<file path="src/rtl/dfm_defines.vh">
// Constants for the drive fault monitor
`ifndef DFM_DEFINES_VH
`define DFM_DEFINES_VH
// ----------------------------------------
// Register byte offsets
// ----------------------------------------
`define DFM_OFS_CTRL     8'h00
`define DFM_OFS_ULWDLY   8'h04
`define DFM_OFS_ULTDLY   8'h08
`define DFM_OFS_ULLVL    8'h0c
`define DFM_OFS_OVSPD    8'h10
`define DFM_OFS_SPDDEV   8'h14
`define DFM_OFS_ENCBRK   8'h18
`define DFM_OFS_OUTSEL   8'h1c
`define DFM_OFS_FREQ     8'h20
`define DFM_OFS_STATUS   8'h24
`define DFM_OFS_MASK     8'h28
`define DFM_OFS_TRIP     8'h2c
// ----------------------------------------
// Reset values (times in 10 ms ticks)
// ----------------------------------------
`define DFM_RST_CTRL     32'h0010_0019
`define DFM_RST_ULWDLY   16'h03e8
`define DFM_RST_ULTDLY   16'h0bb8
`define DFM_RST_ULLVL    16'h1e1e
`define DFM_RST_OVSPD    32'h0001_2ee0
`define DFM_RST_SPDDEV   32'h0064_07d0
`define DFM_RST_ENCBRK   32'h000a_0064
`define DFM_RST_OUTSEL   24'h1f_08_06
`define DFM_RST_FREQ     32'h00c8_1770
// ----------------------------------------
// Field positions and codes
// ----------------------------------------
`define DFM_CTRL_ULW_EN  0
`define DFM_CTRL_DUTY    1
`define DFM_CTRL_ESAVE   2
`define DFM_CTRL_DEV_EN  3
`define DFM_CTRL_ENC_EN  4
`define DFM_CTRL_FAN     5
`define DFM_MODE_SL2     3'h3
`define DFM_MODE_VECTOR  3'h4
`define DFM_UL_COAST     2'h1
`define DFM_UL_DECEL     2'h2
`define DFM_SEL_UL       5'h06
`define DFM_SEL_FAN      5'h08
`define DFM_SEL_DBW      5'h1f
`define DFM_TRIP_UL      4'h1
`define DFM_TRIP_OVSPD   4'h2
`define DFM_TRIP_DEV     4'h3
`define DFM_TRIP_ENC     4'h4
`define DFM_TRIP_FAN     4'h5
`define DFM_DUTY_MAX     8'h1e
`define DFM_LF_MIN       8'h0a
`define DFM_LF_MAX       8'h1e
`define DFM_BF_MIN       8'h0a
`define DFM_BF_MAX       8'h64
`define DFM_DLY_MAX      16'hea60
// ----------------------------------------
// Timing
// ----------------------------------------
`define DFM_CLK_NS       50
`define DFM_TICK_MS      10
`define DFM_TICK_CYCLES  18'd200000
`define DFM_BRAKE_MAX_S  15
`define DFM_BRAKE_TICKS  16'd1500
`endif

</file>
<file path="src/rtl/dfm_monitor.v">
// Drive fault monitor: braking limiter, load, speed, encoder and fan protection
//
// Function
// - Continuous braking is cut off once it has lasted fifteen seconds.
// - Braking duty is deceleration time over whole cycle time, in percent.
// - Duty limit defaults to 10, ranges 0 to 30, and is output code 31.
// - Underload trip action 1 blocks output, action 2 decelerates to stop.
// - With warning enabled, an output set to code 6 shows the underload state.
// - Underload acts after its warning or trip delay, each 0 to 600 s.
// - Underload detection is off while energy saving is on.
// - The low and base frequency levels set the underload threshold.
// - Load duty 0 is normal duty and 1 is heavy duty threshold profile.
// - In sensorless-2 or vector mode, persistent overspeed blocks output.
// - In vector mode with deviation trip on, persistent deviation blocks output.
// - Encoder checks run only while the encoder module is present.
// - A lost encoder line for the check time raises an encoder trip.
// - Fan mode 0 trips on fan error, mode 1 only warns on output code 8.
`timescale 1ns/1ps
`default_nettype none
`include "dfm_defines.vh"

module dfm_monitor #(
  parameter [17:0] TICK_CYCLES = `DFM_TICK_CYCLES
) (
  // Clock, reset, enable
  input  wire        CLK,
  input  wire        RESET,
  input  wire        CE,
  // AXI4-Lite slave
  input  wire [7:0]  S_AXI_AWADDR,
  input  wire        S_AXI_AWVALID,
  output reg         S_AXI_AWREADY,
  input  wire [31:0] S_AXI_WDATA,
  input  wire [3:0]  S_AXI_WSTRB,
  input  wire        S_AXI_WVALID,
  output reg         S_AXI_WREADY,
  output reg  [1:0]  S_AXI_BRESP,
  output reg         S_AXI_BVALID,
  input  wire        S_AXI_BREADY,
  input  wire [7:0]  S_AXI_ARADDR,
  input  wire        S_AXI_ARVALID,
  output reg         S_AXI_ARREADY,
  output reg  [31:0] S_AXI_RDATA,
  output reg  [1:0]  S_AXI_RRESP,
  output reg         S_AXI_RVALID,
  input  wire        S_AXI_RREADY,
  // Drive measurements (same clock)
  input  wire [15:0] SPEED_MEAS,
  input  wire [15:0] SPEED_REF,
  input  wire [7:0]  LOAD_LEVEL,
  input  wire [1:0]  RUN_PHASE,
  input  wire        BRAKE_REQ,
  // Pins from outside
  input  wire        ENC_LINE_OK,
  input  wire        ENC_MODULE,
  input  wire        FAN_ERROR,
  // Protection outputs
  output reg         BRAKE_OUT,
  output reg         OUT_BLOCK,
  output reg         DECEL_STOP,
  output reg  [3:0]  TRIP_CODE,
  output reg         RELAY1,
  output reg         RELAY2,
  output reg         OC_Q1,
  output reg         IRQ
);

  localparam [1:0] PH_STOP = 2'h0;
  localparam [1:0] PH_ACC  = 2'h1;
  localparam [1:0] PH_DEC  = 2'h3;

  // ----------------------------------------
  // Helper functions
  // ----------------------------------------
  // Persistence step, clears when the condition drops
  function [15:0] persist;
    input        cond;
    input        tick;
    input [15:0] cnt;
    begin
      if (!cond)
        persist = 16'h0000;
      else if (tick && cnt != 16'hffff)
        persist = cnt + 16'h0001;
      else
        persist = cnt;
    end
  endfunction

  // Clamp a byte field into its legal range
  function [7:0] clamp8;
    input [7:0] v;
    input [7:0] lo;
    input [7:0] hi;
    begin
      clamp8 = (v < lo) ? lo : ((v > hi) ? hi : v);
    end
  endfunction

  // Relay and open-collector function select
  function sel_out;
    input [4:0] sel;
    input       ulw;
    input       fanw;
    input       dbw;
    begin
      case (sel)
        `DFM_SEL_UL:  sel_out = ulw;
        `DFM_SEL_FAN: sel_out = fanw;
        `DFM_SEL_DBW: sel_out = dbw;
        default:      sel_out = 1'b0;
      endcase
    end
  endfunction

  // ----------------------------------------
  // Registers and state
  // ----------------------------------------
  reg [31:0] ctrl_reg;
  reg [15:0] ulw_dly_reg, ult_dly_reg, ul_lvl_reg;
  reg [31:0] ovspd_reg, spddev_reg, encbrk_reg, freq_reg;
  reg [23:0] outsel_reg;
  reg [4:0]  status_reg, mask_reg;
  reg [17:0] tick_cnt_reg;
  reg        tick_reg;
  reg [1:0]  enc_ok_s_reg, enc_mod_s_reg, fan_s_reg;
  reg [15:0] ulw_cnt_reg, ult_cnt_reg, ovs_cnt_reg, dev_cnt_reg, enc_cnt_reg;
  reg [15:0] brk_cnt_reg, dec_cnt_reg, tot_cnt_reg;
  reg [23:0] num_reg, den_reg;
  reg [7:0]  pct_reg, duty_reg;
  reg        div_busy_reg, dbw_reg, ulw_reg, brk_cut_reg;
  reg [1:0]  phase_prev_reg;
  reg        aw_ok_reg, w_ok_reg;
  reg [7:0]  aw_addr_reg;
  reg [31:0] wdata_reg;
  reg [3:0]  wstrb_reg;

  // Decoded configuration
  wire [2:0]  mode      = ctrl_reg[10:8];
  wire [1:0]  ul_action = ctrl_reg[21:20];
  wire [7:0]  lf_lvl    = clamp8(ul_lvl_reg[7:0], `DFM_LF_MIN, `DFM_LF_MAX);
  wire [7:0]  bf_lvl    = clamp8(ul_lvl_reg[15:8], `DFM_BF_MIN, `DFM_BF_MAX);
  wire [7:0]  db_limit  = clamp8(encbrk_reg[23:16], 8'h00, `DFM_DUTY_MAX);
  wire [15:0] ulw_lim   = (ulw_dly_reg > `DFM_DLY_MAX) ? `DFM_DLY_MAX : ulw_dly_reg;
  wire [15:0] ult_lim   = (ult_dly_reg > `DFM_DLY_MAX) ? `DFM_DLY_MAX : ult_dly_reg;
  wire        enc_ok    = enc_ok_s_reg[1];
  wire        enc_mod   = enc_mod_s_reg[1];
  wire        fan_err   = fan_s_reg[1];
  wire        tripped   = (TRIP_CODE != 4'h0);

  // threshold: heavy duty is flat, normal duty uses the low level
  // below twice slip. A step, not a curve, keeps the datapath divider free.
  wire [7:0] ul_thresh = (!ctrl_reg[`DFM_CTRL_DUTY] && SPEED_MEAS <= freq_reg[31:16]) ?
                         lf_lvl : bf_lvl;
  wire ul_cond = !ctrl_reg[`DFM_CTRL_ESAVE] && (SPEED_MEAS != 16'h0000) &&
                 (LOAD_LEVEL < ul_thresh);
  // overspeed only in the two closed modes
  wire ovs_cond = (mode == `DFM_MODE_SL2 || mode == `DFM_MODE_VECTOR) &&
                  (SPEED_MEAS > ovspd_reg[15:0]);
  wire [15:0] spd_err = (SPEED_MEAS > SPEED_REF) ? SPEED_MEAS - SPEED_REF :
                        SPEED_REF - SPEED_MEAS;
  wire dev_cond = (mode == `DFM_MODE_VECTOR) && ctrl_reg[`DFM_CTRL_DEV_EN] &&
                  (spd_err > spddev_reg[15:0]);
  // encoder checking needs the module present
  wire enc_cond = enc_mod && ctrl_reg[`DFM_CTRL_ENC_EN] && !enc_ok;

  // ----------------------------------------
  // Pin synchronisers and time base
  // ----------------------------------------
  always @(posedge CLK)
  begin
    if (RESET)
    begin
      enc_ok_s_reg  <= 2'h3;
      enc_mod_s_reg <= 2'h0;
      fan_s_reg     <= 2'h0;
      tick_cnt_reg  <= 18'h00000;
      tick_reg      <= 1'b0;
    end
    else if (CE)
    begin
      enc_ok_s_reg  <= {enc_ok_s_reg[0], ENC_LINE_OK};
      enc_mod_s_reg <= {enc_mod_s_reg[0], ENC_MODULE};
      fan_s_reg     <= {fan_s_reg[0], FAN_ERROR};
      tick_reg      <= (tick_cnt_reg == TICK_CYCLES - 18'h00001);
      tick_cnt_reg  <= (tick_cnt_reg == TICK_CYCLES - 18'h00001) ? 18'h00000 :
                       tick_cnt_reg + 18'h00001;
    end
  end

  // ----------------------------------------
  // Persistence timers
  // ----------------------------------------
  always @(posedge CLK)
  begin
    if (RESET)
    begin
      ulw_cnt_reg <= 16'h0000;
      ult_cnt_reg <= 16'h0000;
      ovs_cnt_reg <= 16'h0000;
      dev_cnt_reg <= 16'h0000;
      enc_cnt_reg <= 16'h0000;
    end
    else if (CE)
    begin
      ulw_cnt_reg <= persist(ul_cond, tick_reg, ulw_cnt_reg);
      ult_cnt_reg <= persist(ul_cond, tick_reg, ult_cnt_reg);
      ovs_cnt_reg <= persist(ovs_cond, tick_reg, ovs_cnt_reg);
      dev_cnt_reg <= persist(dev_cond, tick_reg, dev_cnt_reg);
      enc_cnt_reg <= persist(enc_cond, tick_reg, enc_cnt_reg);
    end
  end

  wire ul_warn_now = ul_cond && (ulw_cnt_reg >= ulw_lim);
  wire ul_trip_now = ul_cond && (ult_cnt_reg >= ult_lim) &&
                     (ul_action == `DFM_UL_COAST || ul_action == `DFM_UL_DECEL);
  wire ovs_trip    = ovs_cond && (ovs_cnt_reg >= ovspd_reg[31:16]);
  wire dev_trip    = dev_cond && (dev_cnt_reg >= spddev_reg[31:16]);
  // encoder line lost for the check time
  wire enc_trip    = enc_cond && (enc_cnt_reg >= encbrk_reg[15:0]);
  // fan mode 0 trips, mode 1 warns
  wire fan_trip    = fan_err && !ctrl_reg[`DFM_CTRL_FAN];
  wire fan_warn    = fan_err && ctrl_reg[`DFM_CTRL_FAN];
  wire [3:0] new_code = ovs_trip ? `DFM_TRIP_OVSPD : dev_trip ? `DFM_TRIP_DEV :
                        enc_trip ? `DFM_TRIP_ENC : fan_trip ? `DFM_TRIP_FAN :
                        ul_trip_now ? `DFM_TRIP_UL : 4'h0;

  // ----------------------------------------
  // Braking limiter and duty measurement
  // ----------------------------------------
  wire cycle_end = (RUN_PHASE == PH_ACC) && (phase_prev_reg != PH_ACC) &&
                   (tot_cnt_reg != 16'h0000);
  wire [23:0] trial = ({16'h0000, pct_reg} + 24'h000001) * den_reg;

  always @(posedge CLK)
  begin
    if (RESET)
    begin
      brk_cnt_reg    <= 16'h0000;
      brk_cut_reg    <= 1'b0;
      dec_cnt_reg    <= 16'h0000;
      tot_cnt_reg    <= 16'h0000;
      phase_prev_reg <= PH_STOP;
      num_reg        <= 24'h000000;
      den_reg        <= 24'h000000;
      pct_reg        <= 8'h00;
      duty_reg       <= 8'h00;
      div_busy_reg   <= 1'b0;
      dbw_reg        <= 1'b0;
    end
    else if (CE)
    begin
      phase_prev_reg <= RUN_PHASE;
      // cut braking after fifteen seconds without pause
      brk_cnt_reg <= persist(BRAKE_REQ, tick_reg, brk_cnt_reg);
      brk_cut_reg <= BRAKE_REQ && (brk_cnt_reg >= `DFM_BRAKE_TICKS);
      // cycle totals, closed when a new acceleration begins
      if (cycle_end)
      begin
        num_reg      <= {8'h00, dec_cnt_reg} * 24'd100;
        den_reg      <= {8'h00, tot_cnt_reg};
        pct_reg      <= 8'h00;
        div_busy_reg <= 1'b1;
        dec_cnt_reg  <= 16'h0000;
        tot_cnt_reg  <= 16'h0000;
      end
      else if (tick_reg && tot_cnt_reg != 16'hffff)
      begin
        tot_cnt_reg <= tot_cnt_reg + 16'h0001;
        if (RUN_PHASE == PH_DEC)
          dec_cnt_reg <= dec_cnt_reg + 16'h0001;
      end
      // percent by repeated trial, at most 101 cycles per result
      if (div_busy_reg && !cycle_end)
      begin
        if (trial <= num_reg && pct_reg != 8'd100)
          pct_reg <= pct_reg + 8'h01;
        else
        begin
          div_busy_reg <= 1'b0;
          duty_reg     <= pct_reg;
          // warn when last cycle's duty is over the limit
          dbw_reg      <= (pct_reg > db_limit);
        end
      end
    end
  end

  // ----------------------------------------
  // Trip latch and outputs
  // ----------------------------------------
  wire trip_clr = aw_ok_reg && w_ok_reg && !S_AXI_BVALID &&
                  aw_addr_reg == `DFM_OFS_TRIP && wstrb_reg[0] && wdata_reg[0];

  always @(posedge CLK)
  begin
    if (RESET)
    begin
      TRIP_CODE  <= 4'h0;
      OUT_BLOCK  <= 1'b0;
      DECEL_STOP <= 1'b0;
      BRAKE_OUT  <= 1'b0;
      RELAY1     <= 1'b0;
      RELAY2     <= 1'b0;
      OC_Q1      <= 1'b0;
      ulw_reg    <= 1'b0;
      IRQ        <= 1'b0;
    end
    else if (CE)
    begin
      // First trip holds until cleared; a pending trip beats the clear
      if (!tripped || trip_clr)
        TRIP_CODE <= new_code;
      // underload decel action, all other trips coast
      if (!tripped || trip_clr)
      begin
        OUT_BLOCK  <= (new_code != 4'h0) &&
                      !(new_code == `DFM_TRIP_UL && ul_action == `DFM_UL_DECEL);
        DECEL_STOP <= (new_code == `DFM_TRIP_UL) && (ul_action == `DFM_UL_DECEL);
      end
      BRAKE_OUT <= BRAKE_REQ && !brk_cut_reg &&
                   !(BRAKE_REQ && brk_cnt_reg >= `DFM_BRAKE_TICKS);
      ulw_reg <= ul_warn_now && ctrl_reg[`DFM_CTRL_ULW_EN];
      RELAY1 <= sel_out(outsel_reg[4:0], ulw_reg, fan_warn, dbw_reg);
      RELAY2 <= sel_out(outsel_reg[12:8], ulw_reg, fan_warn, dbw_reg);
      OC_Q1  <= sel_out(outsel_reg[20:16], ulw_reg, fan_warn, dbw_reg);
      IRQ    <= |(status_reg & mask_reg);
    end
  end

  // ----------------------------------------
  // AXI4-Lite write path and configuration
  // ----------------------------------------
  // Events: warning, trip, brake cut, duty warning, fan error
  wire [4:0] events = {fan_err, dbw_reg, brk_cut_reg, tripped, ulw_reg};
  wire       wr_go  = aw_ok_reg && w_ok_reg && !S_AXI_BVALID;

  always @(posedge CLK)
  begin
    if (RESET)
    begin
      S_AXI_AWREADY <= 1'b0;
      S_AXI_WREADY  <= 1'b0;
      S_AXI_BVALID  <= 1'b0;
      S_AXI_BRESP   <= 2'h0;
      aw_ok_reg     <= 1'b0;
      w_ok_reg      <= 1'b0;
      aw_addr_reg   <= 8'h00;
      wdata_reg     <= 32'h00000000;
      wstrb_reg     <= 4'h0;
      ctrl_reg      <= `DFM_RST_CTRL;
      ulw_dly_reg   <= `DFM_RST_ULWDLY;
      ult_dly_reg   <= `DFM_RST_ULTDLY;
      ul_lvl_reg    <= `DFM_RST_ULLVL;
      ovspd_reg     <= `DFM_RST_OVSPD;
      spddev_reg    <= `DFM_RST_SPDDEV;
      encbrk_reg    <= `DFM_RST_ENCBRK;
      outsel_reg    <= `DFM_RST_OUTSEL;
      freq_reg      <= `DFM_RST_FREQ;
      status_reg    <= 5'h00;
      mask_reg      <= 5'h00;
    end
    else if (CE)
    begin
      // One-cycle ready pulses take each channel independently
      S_AXI_AWREADY <= !aw_ok_reg && !S_AXI_AWREADY && S_AXI_AWVALID;
      S_AXI_WREADY  <= !w_ok_reg && !S_AXI_WREADY && S_AXI_WVALID;
      if (S_AXI_AWVALID && S_AXI_AWREADY)
      begin
        aw_ok_reg   <= 1'b1;
        aw_addr_reg <= S_AXI_AWADDR;
      end
      if (S_AXI_WVALID && S_AXI_WREADY)
      begin
        w_ok_reg  <= 1'b1;
        wdata_reg <= S_AXI_WDATA;
        wstrb_reg <= S_AXI_WSTRB;
      end
      if (S_AXI_BVALID && S_AXI_BREADY)
      begin
        S_AXI_BVALID <= 1'b0;
        aw_ok_reg    <= 1'b0;
        w_ok_reg     <= 1'b0;
      end
      // Sticky status: a new event wins over a one-write clear
      status_reg <= events | (status_reg &
                    ~((wr_go && aw_addr_reg == `DFM_OFS_STATUS && wstrb_reg[0]) ?
                      wdata_reg[4:0] : 5'h00));
      if (wr_go)
      begin
        S_AXI_BVALID <= 1'b1;
        S_AXI_BRESP  <= (aw_addr_reg > `DFM_OFS_TRIP || aw_addr_reg[1:0] != 2'h0) ?
                        2'h2 : 2'h0;
        // Full-word writes only; partial strobes leave the register alone
        if (wstrb_reg == 4'hf)
          case (aw_addr_reg)
            `DFM_OFS_CTRL:   ctrl_reg    <= wdata_reg;
            `DFM_OFS_ULWDLY: ulw_dly_reg <= wdata_reg[15:0];
            `DFM_OFS_ULTDLY: ult_dly_reg <= wdata_reg[15:0];
            `DFM_OFS_ULLVL:  ul_lvl_reg  <= wdata_reg[15:0];
            `DFM_OFS_OVSPD:  ovspd_reg   <= wdata_reg;
            `DFM_OFS_SPDDEV: spddev_reg  <= wdata_reg;
            `DFM_OFS_ENCBRK: encbrk_reg  <= wdata_reg;
            `DFM_OFS_OUTSEL: outsel_reg  <= wdata_reg[23:0];
            `DFM_OFS_FREQ:   freq_reg    <= wdata_reg;
            `DFM_OFS_MASK:   mask_reg    <= wdata_reg[4:0];
            default:         ;
          endcase
      end
    end
  end

  // ----------------------------------------
  // AXI4-Lite read path
  // ----------------------------------------
  always @(posedge CLK)
  begin
    if (RESET)
    begin
      S_AXI_ARREADY <= 1'b0;
      S_AXI_RVALID  <= 1'b0;
      S_AXI_RDATA   <= 32'h00000000;
      S_AXI_RRESP   <= 2'h0;
    end
    else if (CE)
    begin
      S_AXI_ARREADY <= !S_AXI_RVALID && !S_AXI_ARREADY && S_AXI_ARVALID;
      if (S_AXI_RVALID && S_AXI_RREADY)
        S_AXI_RVALID <= 1'b0;
      if (S_AXI_ARVALID && S_AXI_ARREADY)
      begin
        S_AXI_RVALID <= 1'b1;
        S_AXI_RRESP  <= 2'h0;
        case (S_AXI_ARADDR)
          `DFM_OFS_CTRL:   S_AXI_RDATA <= ctrl_reg;
          `DFM_OFS_ULWDLY: S_AXI_RDATA <= {16'h0000, ulw_dly_reg};
          `DFM_OFS_ULTDLY: S_AXI_RDATA <= {16'h0000, ult_dly_reg};
          `DFM_OFS_ULLVL:  S_AXI_RDATA <= {16'h0000, ul_lvl_reg};
          `DFM_OFS_OVSPD:  S_AXI_RDATA <= ovspd_reg;
          `DFM_OFS_SPDDEV: S_AXI_RDATA <= spddev_reg;
          `DFM_OFS_ENCBRK: S_AXI_RDATA <= encbrk_reg;
          `DFM_OFS_OUTSEL: S_AXI_RDATA <= {8'h00, outsel_reg};
          `DFM_OFS_FREQ:   S_AXI_RDATA <= freq_reg;
          `DFM_OFS_STATUS: S_AXI_RDATA <= {27'h0000000, status_reg};
          `DFM_OFS_MASK:   S_AXI_RDATA <= {27'h0000000, mask_reg};
          `DFM_OFS_TRIP:   S_AXI_RDATA <= {12'h000, fan_warn, ulw_reg, dbw_reg,
                                           enc_mod, duty_reg, 4'h0, TRIP_CODE};
          default:
          begin
            S_AXI_RDATA <= 32'h00000000;
            S_AXI_RRESP <= 2'h2;
          end
        endcase
      end
    end
  end

endmodule // dfm_monitor
`default_nettype wire

</file>
<file path="config.mk">
export PLATFORM = sky130hd
export DESIGN_NAME = dfm_monitor
export DESIGN_NICKNAME = d
export VERILOG_FILES = /design/src/rtl/dfm_monitor.v
export VERILOG_INCLUDE_DIRS = /design/src /design/src/rtl
export SDC_FILE = /design/constraint.sdc
export NUM_CORES = 2
export LEC_CHECK = 0
export BUFFER_PORTS_ARGS = -buffer_cell sky130_fd_sc_hd__clkbuf_2
export CORE_UTILIZATION = 45
export CTS_CLUSTER_SIZE = 12
export DETAILED_ROUTE_END_ITERATION = 16
export PLACE_DENSITY = 0.68
export SYNTH_ARGS = -nofsm -noshare
export SYNTH_HDL_FRONTEND = slang
export SYNTH_SLANG_ARGS = --single-unit
</file>
<file path="constraint.sdc">
create_clock -name CLK -period 7.35 [get_ports CLK]
set_input_delay 1.47 -clock CLK [delete_from_list [all_inputs] [get_ports CLK]]
set_output_delay 1.47 -clock CLK [all_outputs]
set_load 0.02 [all_outputs]
</file>
After elaboration in Yosys (flattened, before gate mapping)

Cells that the tools add are included.

Bits in registers: 552
Bits in latches: 0
RAM bits: 0
ROM bits: 0
Input port bits: 106
Output and inout bits: 52
Word-level logic and storage cells: 320
Memories kept: 0

Add/subtract/negate cells: 13
$mul: 2
Div/mod/pow operators: 0
$lt $le $gt $ge: 22
Eq/ne operators: 55
Shift-type cells: 0
Multiplexer cells: 54
Bitwise logic cells: 5
Reductions and logical operators: 115

Operators by type and width:

| kind                    | number |
|---|---|
| $pmux W32 S12           | 1 |
| $mux W16                | 20 |
| $add A16 B1 Y16 const B | 8 |
| $ne A16 B16 Y1 const B  | 7 |
| $ge A16 B16 Y1          | 5 |
| $mux W8                 | 10 |
| $eq A8 B5 Y1 const B    | 8 |
| $eq A8 B6 Y1 const B    | 8 |
| $logic_and A1 B1 Y1     | 51 |
| $gt A16 B16 Y1          | 3 |
| $reduce_and A4 Y1       | 10 |
| $reduce_and A2 Y1       | 17 |
| $eq A8 B4 Y1 const B    | 4 |
| $gt A16 B16 Y1 const B  | 2 |
| $reduce_bool A16 Y1     | 2 |
| $sub A16 B16 Y16        | 2 |
| $le A24 B23 Y1          | 1 |
| $mul A9 B16 Y24         | 1 |
| $mul A16 B5 Y21 const B | 1 |
| $add A18 B1 Y18 const B | 1 |
| $eq A18 B18 Y1 const B  | 1 |
| $mux W18                | 1 |
| $eq A8 B3 Y1 const B    | 2 |
| $ge A16 B11 Y1 const B  | 1 |
| 38 further kinds        | 99 |

Logic depth before layout (Yosys ltp)

Depth after elaboration: 17
Gate-level depth with buffers: 35
Depth with buffers taken out: 32

Least setup slack after synthesis

No wires, ideal clock.

Path kind: register to register
Start point: reg pct_reg[2]
End point: reg dbw_reg
Library setup time: 0.121 ns
Arrival time: 7.267 ns
Data required time: 7.229 ns
Setup slack: -0.038 ns
Cell stages (with the launch flop): 29
Buffers on the path: 2
Clock period less this slack: 7.388 ns
Cells stage by stage: dfxtp_1 > clkbuf_1 > and2_1 > nand4_1 > nor2_1 > xor2_1 > clkbuf_1 > and2_1 > fa_1 > fa_1 > fa_1 > inv_1 > fa_1 > inv_1 > ha_1 > a211o_1 > a21oi_1 > o21ai_0 > a21o_1 > a21oi_1 > xnor2_1 > ha_1 > a21o_1 > a21o_1 > a2111oi_0 > o211ai_1 > and2_1 > o21ai_1 > mux2_2

Cells in the longest elaborated chain, start to end: 6
Elaborated cells on any way between the ends: 8
Classes of those cells: add/sub: 1; mul: 1; order compare: 2; eq/ne: 1; bitwise: 1; reduce/logical: 2

Ends and longest elaborated chain:

| element                            | line              | source |
|---|---|---|
| start: declaration                 | dfm_monitor.v:130 | `reg [7:0] pct_reg, duty_reg;` |
| start signal: assignment           | dfm_monitor.v:277 | `pct_reg <= pct_reg + 8'h01;` |
| $add A8 B1 Y9                      | dfm_monitor.v:233 | `wire [23:0] trial = ({16'h0000, pct_reg} + 24'h000001) * den_reg;` |
| $mul A9 B16 Y24                    | dfm_monitor.v:233 |  |
| $le A24 B23 Y1                     | dfm_monitor.v:276 | `if (trial <= num_reg && pct_reg != 8'd100)` |
| $logic_and A1 B1 Y1                | dfm_monitor.v:276 |  |
| $not A1 Y1 (no source line)        | --                |  |
| $reduce_and A3 Y1 (no source line) | --                |  |
| end signal: assignment             | dfm_monitor.v:283 | `dbw_reg <= (pct_reg > db_limit);` |
| end: declaration                   | dfm_monitor.v:131 | `reg div_busy_reg, dbw_reg, ulw_reg, brk_cut_reg;` |

Parallel ways exist; a longest one is shown, timed or not.
A chain may end at the register's enable or synchronous reset.

Worst setup path after layout

Start point: reg pct_reg[3]
End point: reg pct_reg[3]

Cells in the longest elaborated chain, start to end: 6
Elaborated cells on any way between the ends: 9
Classes of those cells: add/sub: 2; mul: 1; order compare: 1; eq/ne: 1; mux: 3; reduce/logical: 1

Ends and longest elaborated chain:

| element             | line              | source |
|---|---|---|
| $add A8 B1 Y9       | dfm_monitor.v:233 |  |
| $mul A9 B16 Y24     | dfm_monitor.v:233 |  |
| $le A24 B23 Y1      | dfm_monitor.v:276 |  |
| $logic_and A1 B1 Y1 | dfm_monitor.v:276 |  |
| $mux W8             | dfm_monitor.v:276 |  |
| $mux W8 (*)         | dfm_monitor.v:274 | `if (div_busy_reg && !cycle_end)` |

Every way passes the cells marked *; elsewhere a longest branch is shown, timed or not.

==> flow_summary_export.csv <==
group,metric,value,unit
floorplan,die_h,278,microns
route,final_antenna_net_count,0,
cells_and_area,fin_nets,4910,
run,max-cap-violations,0,
critical_path,regToRegSetupSlack,0.26,ns
cells_and_area,area_delta_synth_final,11.8,%
global_route,grt_util_met2,0.430,
cts,clockRootBuffer,"clkbuf_16",
critical_path,cp_common_cell,"fa_1",
floorplan,rows,100,
placed_design,dp_hpwl,76700,microns
route,viasPerCell,5.73,
global_route,grtUsageMet3,0.0429,
logic_synthesis,synthFlopType,"dfxtp_1",
cells_and_area,n_fill_cell,7177,
route,drt-pass1-iter-count,6,
critical_path,critical_path.startpoint,"pct_reg[3]",
sta,max_freq,141,MHz
cells_and_area,drive_gt1_frac,0.0955,
floorplan,die_w,278,microns
logic_synthesis,async_flop_share,0,
cts,path_clk_slew,0.06,ns
placed_design,gp_congestion,0.943,
critical_path,critPathSlowestCell,"fa_1",
critical_path,worstSetupStartpointType,"flip-flop",
global_route,grt_first_pass_wirelength,165000,microns
cts,cts.htree.levels,2,
global_route,grt_pass1_vias,29138,
logic_synthesis,ys_seq_area_frac,0.321,
critical_path,crit_type,"flip-flop to flip-flop",
floorplan,fp.coreArea,0.0749,sq mm
cells_and_area,most-common-layout-cells,"823 x nand2_1, 546 x dfxtp_1, 368 x inv_1, 362 x a21oi_1, 298 x ha_1",
logic_synthesis,ys_warn_count,0,
pwr,peakVddDrop,182,uV
critical_path,end_kind,"flip-flop",
sta,tightest_slew,1.26,ns
sta,max_slew_margin,0.162,
sta,slew_violations,0,
critical_path,cp_max_fo,9,
pwr,total_power,6.44,mW
cells_and_area,antennaDiodeCount,0,
route,first_iter_violations,2991,
logic_synthesis,syn-instance-count,4289,
placed_design,detailedPlace.worstSlack,-0.195,ns
critical_path,cp-endpoint,"pct_reg[3]",
critical_path,cp.required,7.89,ns
route,num_vias,30926,
logic_synthesis,yosysUniqueCellTypes,94,
cts,numCtsBuffers,58,
global_route,grt_usage,0.270,
sta,finalCriticalPeriod,7.09,ns
critical_path,worstReg2RegEnd,"pct_reg[3]",
sta,rsz0062_at_grt,"true",
critical_path,r2r-start,"pct_reg[3]",
cells_and_area,final_common_cell,"nand2_1",
route,routedWlPerCell,19.7,microns
floorplan,start_util,0.457,
logic_synthesis,synth_seq_cells,549,
floorplan,io_pins,158,
logic_synthesis,syn_avg_cell_area,7.99,sq um
logic_synthesis,synthesis.area,0.0343,sq mm
sta,finalSetupViolations,0,
worst_hold_path,holdCritPathClass,"flip-flop to flip-flop",
global_route,busiest_layer,"met2",
sta,hold_viol_final,0,
placed_design,numPortBuffers,154,
critical_path,ff2ff_path_depth,30,
cts,cts_sinks,549,
sta,finClkSkew,0.0175,ns
route,finalWirelength,106000,microns
route,drc,0,
pwr,p_leak,16.2,nW
critical_path,worstPathArrival,7.63,ns
critical_path,max_stage_delay,0.55,ns
cts,cts_buffer_depth,3,
pwr,p_per_area,168,mW/mm^2
logic_synthesis,synth_edf_count,0,
sta,setup_ws,0.259,ns
global_route,grt_max_degree,218,
sta,fin_crit_sh,0.965,
global_route,antenna_found_initial,4,
floorplan,die_area,0.0773,sq mm
cts,cts_hold_buf,0,
global_route,grt-ovfl-total,0,
cts,cts_tree,"done",
status,status,"finished, final reports clean",
global_route,met1_usage,0.373,
cts,clkLatencyLatePin,0.63,ns
power breakdown:
part | switching (mW) | internal, mW
logic | 0.269 | 0.152
registers | 0.0255 | 2.99
clock network | 1.25 | 1.75
cell usage after synthesis (18+ instances only):
cell type,instances,share of area
xnor2_1,77,0.020
a211oi_1,18,0.0039
fa_1,111,0.065
a222oi_1,23,0.0067
a21o_1,55,0.012
and3_1,38,0.0069
a31oi_1,37,0.0068
nand3_1,132,0.019
dfxtp_1,549,0.32
ha_1,303,0.11
nor2_1,289,0.032
nand2_1,824,0.090
xor2_1,87,0.022
a22oi_1,44,0.0096
nand2b_1,26,0.0047
o211ai_1,31,0.0068
or3_1,24,0.0044
o21ai_0,106,0.015
a221oi_1,39,0.010
inv_1,368,0.040
a21oi_1,368,0.054
mux2i_1,51,0.015
nand4_1,70,0.013
nor2b_1,37,0.0068
nor3_1,41,0.0060
clkbuf_1,193,0.021
and2_1,87,0.016
repair_timing:
action,in CTS,in global routing
pin swaps,2,23
setup endpoints to repair,18,18
resized for setup,3,53
gates cloned,0,3
buffers inserted,1,5
critical path, delay by kind of cell (launching register included):
family          cells  cell delay, ns
compound gates     10            1.82
xor+xnor            2            0.33
fa+ha+maj           6            2.62
buf+inv             6            0.75
flops               1            0.33
mux                 1            0.12
simple gates        5            1.02
final cells by class:
type	count	area [sq um]	area share
multi-input combinational	3156	21200	0.554
inverter	370	1390	0.0363
tap	969	1210	0.0316
clock inverter	19	267	0.00695
clock buffer	79	1630	0.0425
sequential	549	11000	0.287
timing repair buffer	255	1590	0.0415
through the flow:
step,util,setup TNS [ns],std cells,hold WS (ns),area (sq um)
floorplan,-,0,4294,0.432,34300
global placement,0.483,-0.248,5290,0.442,36200
detailed placement,0.483,-1.91,5290,0.445,36200
CTS,0.508,0,5389,0.452,38100
global route,0.511,-0.438,5397,0.470,38300
finish,0.511,0,5397,0.452,38300
how the worst min path moves through the flow:
stage | cells after the start | slack (ns) | endpoint | start
global placement | 2 | 0.44 | freq_reg[14] | freq_reg[14]
CTS | 2 | 0.45 | num_reg[17] | num_reg[17]
detailed placement | 2 | 0.45 | num_reg[17] | num_reg[17]
finish | 2 | 0.45 | num_reg[10] | num_reg[10]
floorplan | 2 | 0.43 | wstrb_reg[0] | wstrb_reg[0]
global route | 2 | 0.47 | freq_reg[14] | freq_reg[14]
logic make-up (layout without fill, tap and decap cells):
group / after synthesis / after routing / share of synthesized area
compound gates: 855 / 855 / 0.159
mux: 56 / 56 / 0.0165
buf+inv: 589 / 723 / 0.0664
flops: 549 / 549 / 0.321
xor+xnor: 164 / 164 / 0.0419
simple gates: 1660 / 1660 / 0.220
other cells: 2 / 7 / 0.000219
fa+ha+maj: 414 / 414 / 0.175
layer usage:
layer / part of all wire / vias up
li1: - / 14793
met1: 0.43 / 14660
met2: 0.44 / 1256
met3: 0.094 / 213
met4: 0.032 / 4
met5: 0.00027 / -
Note: power is estimated with default switching activity, not from simulation.
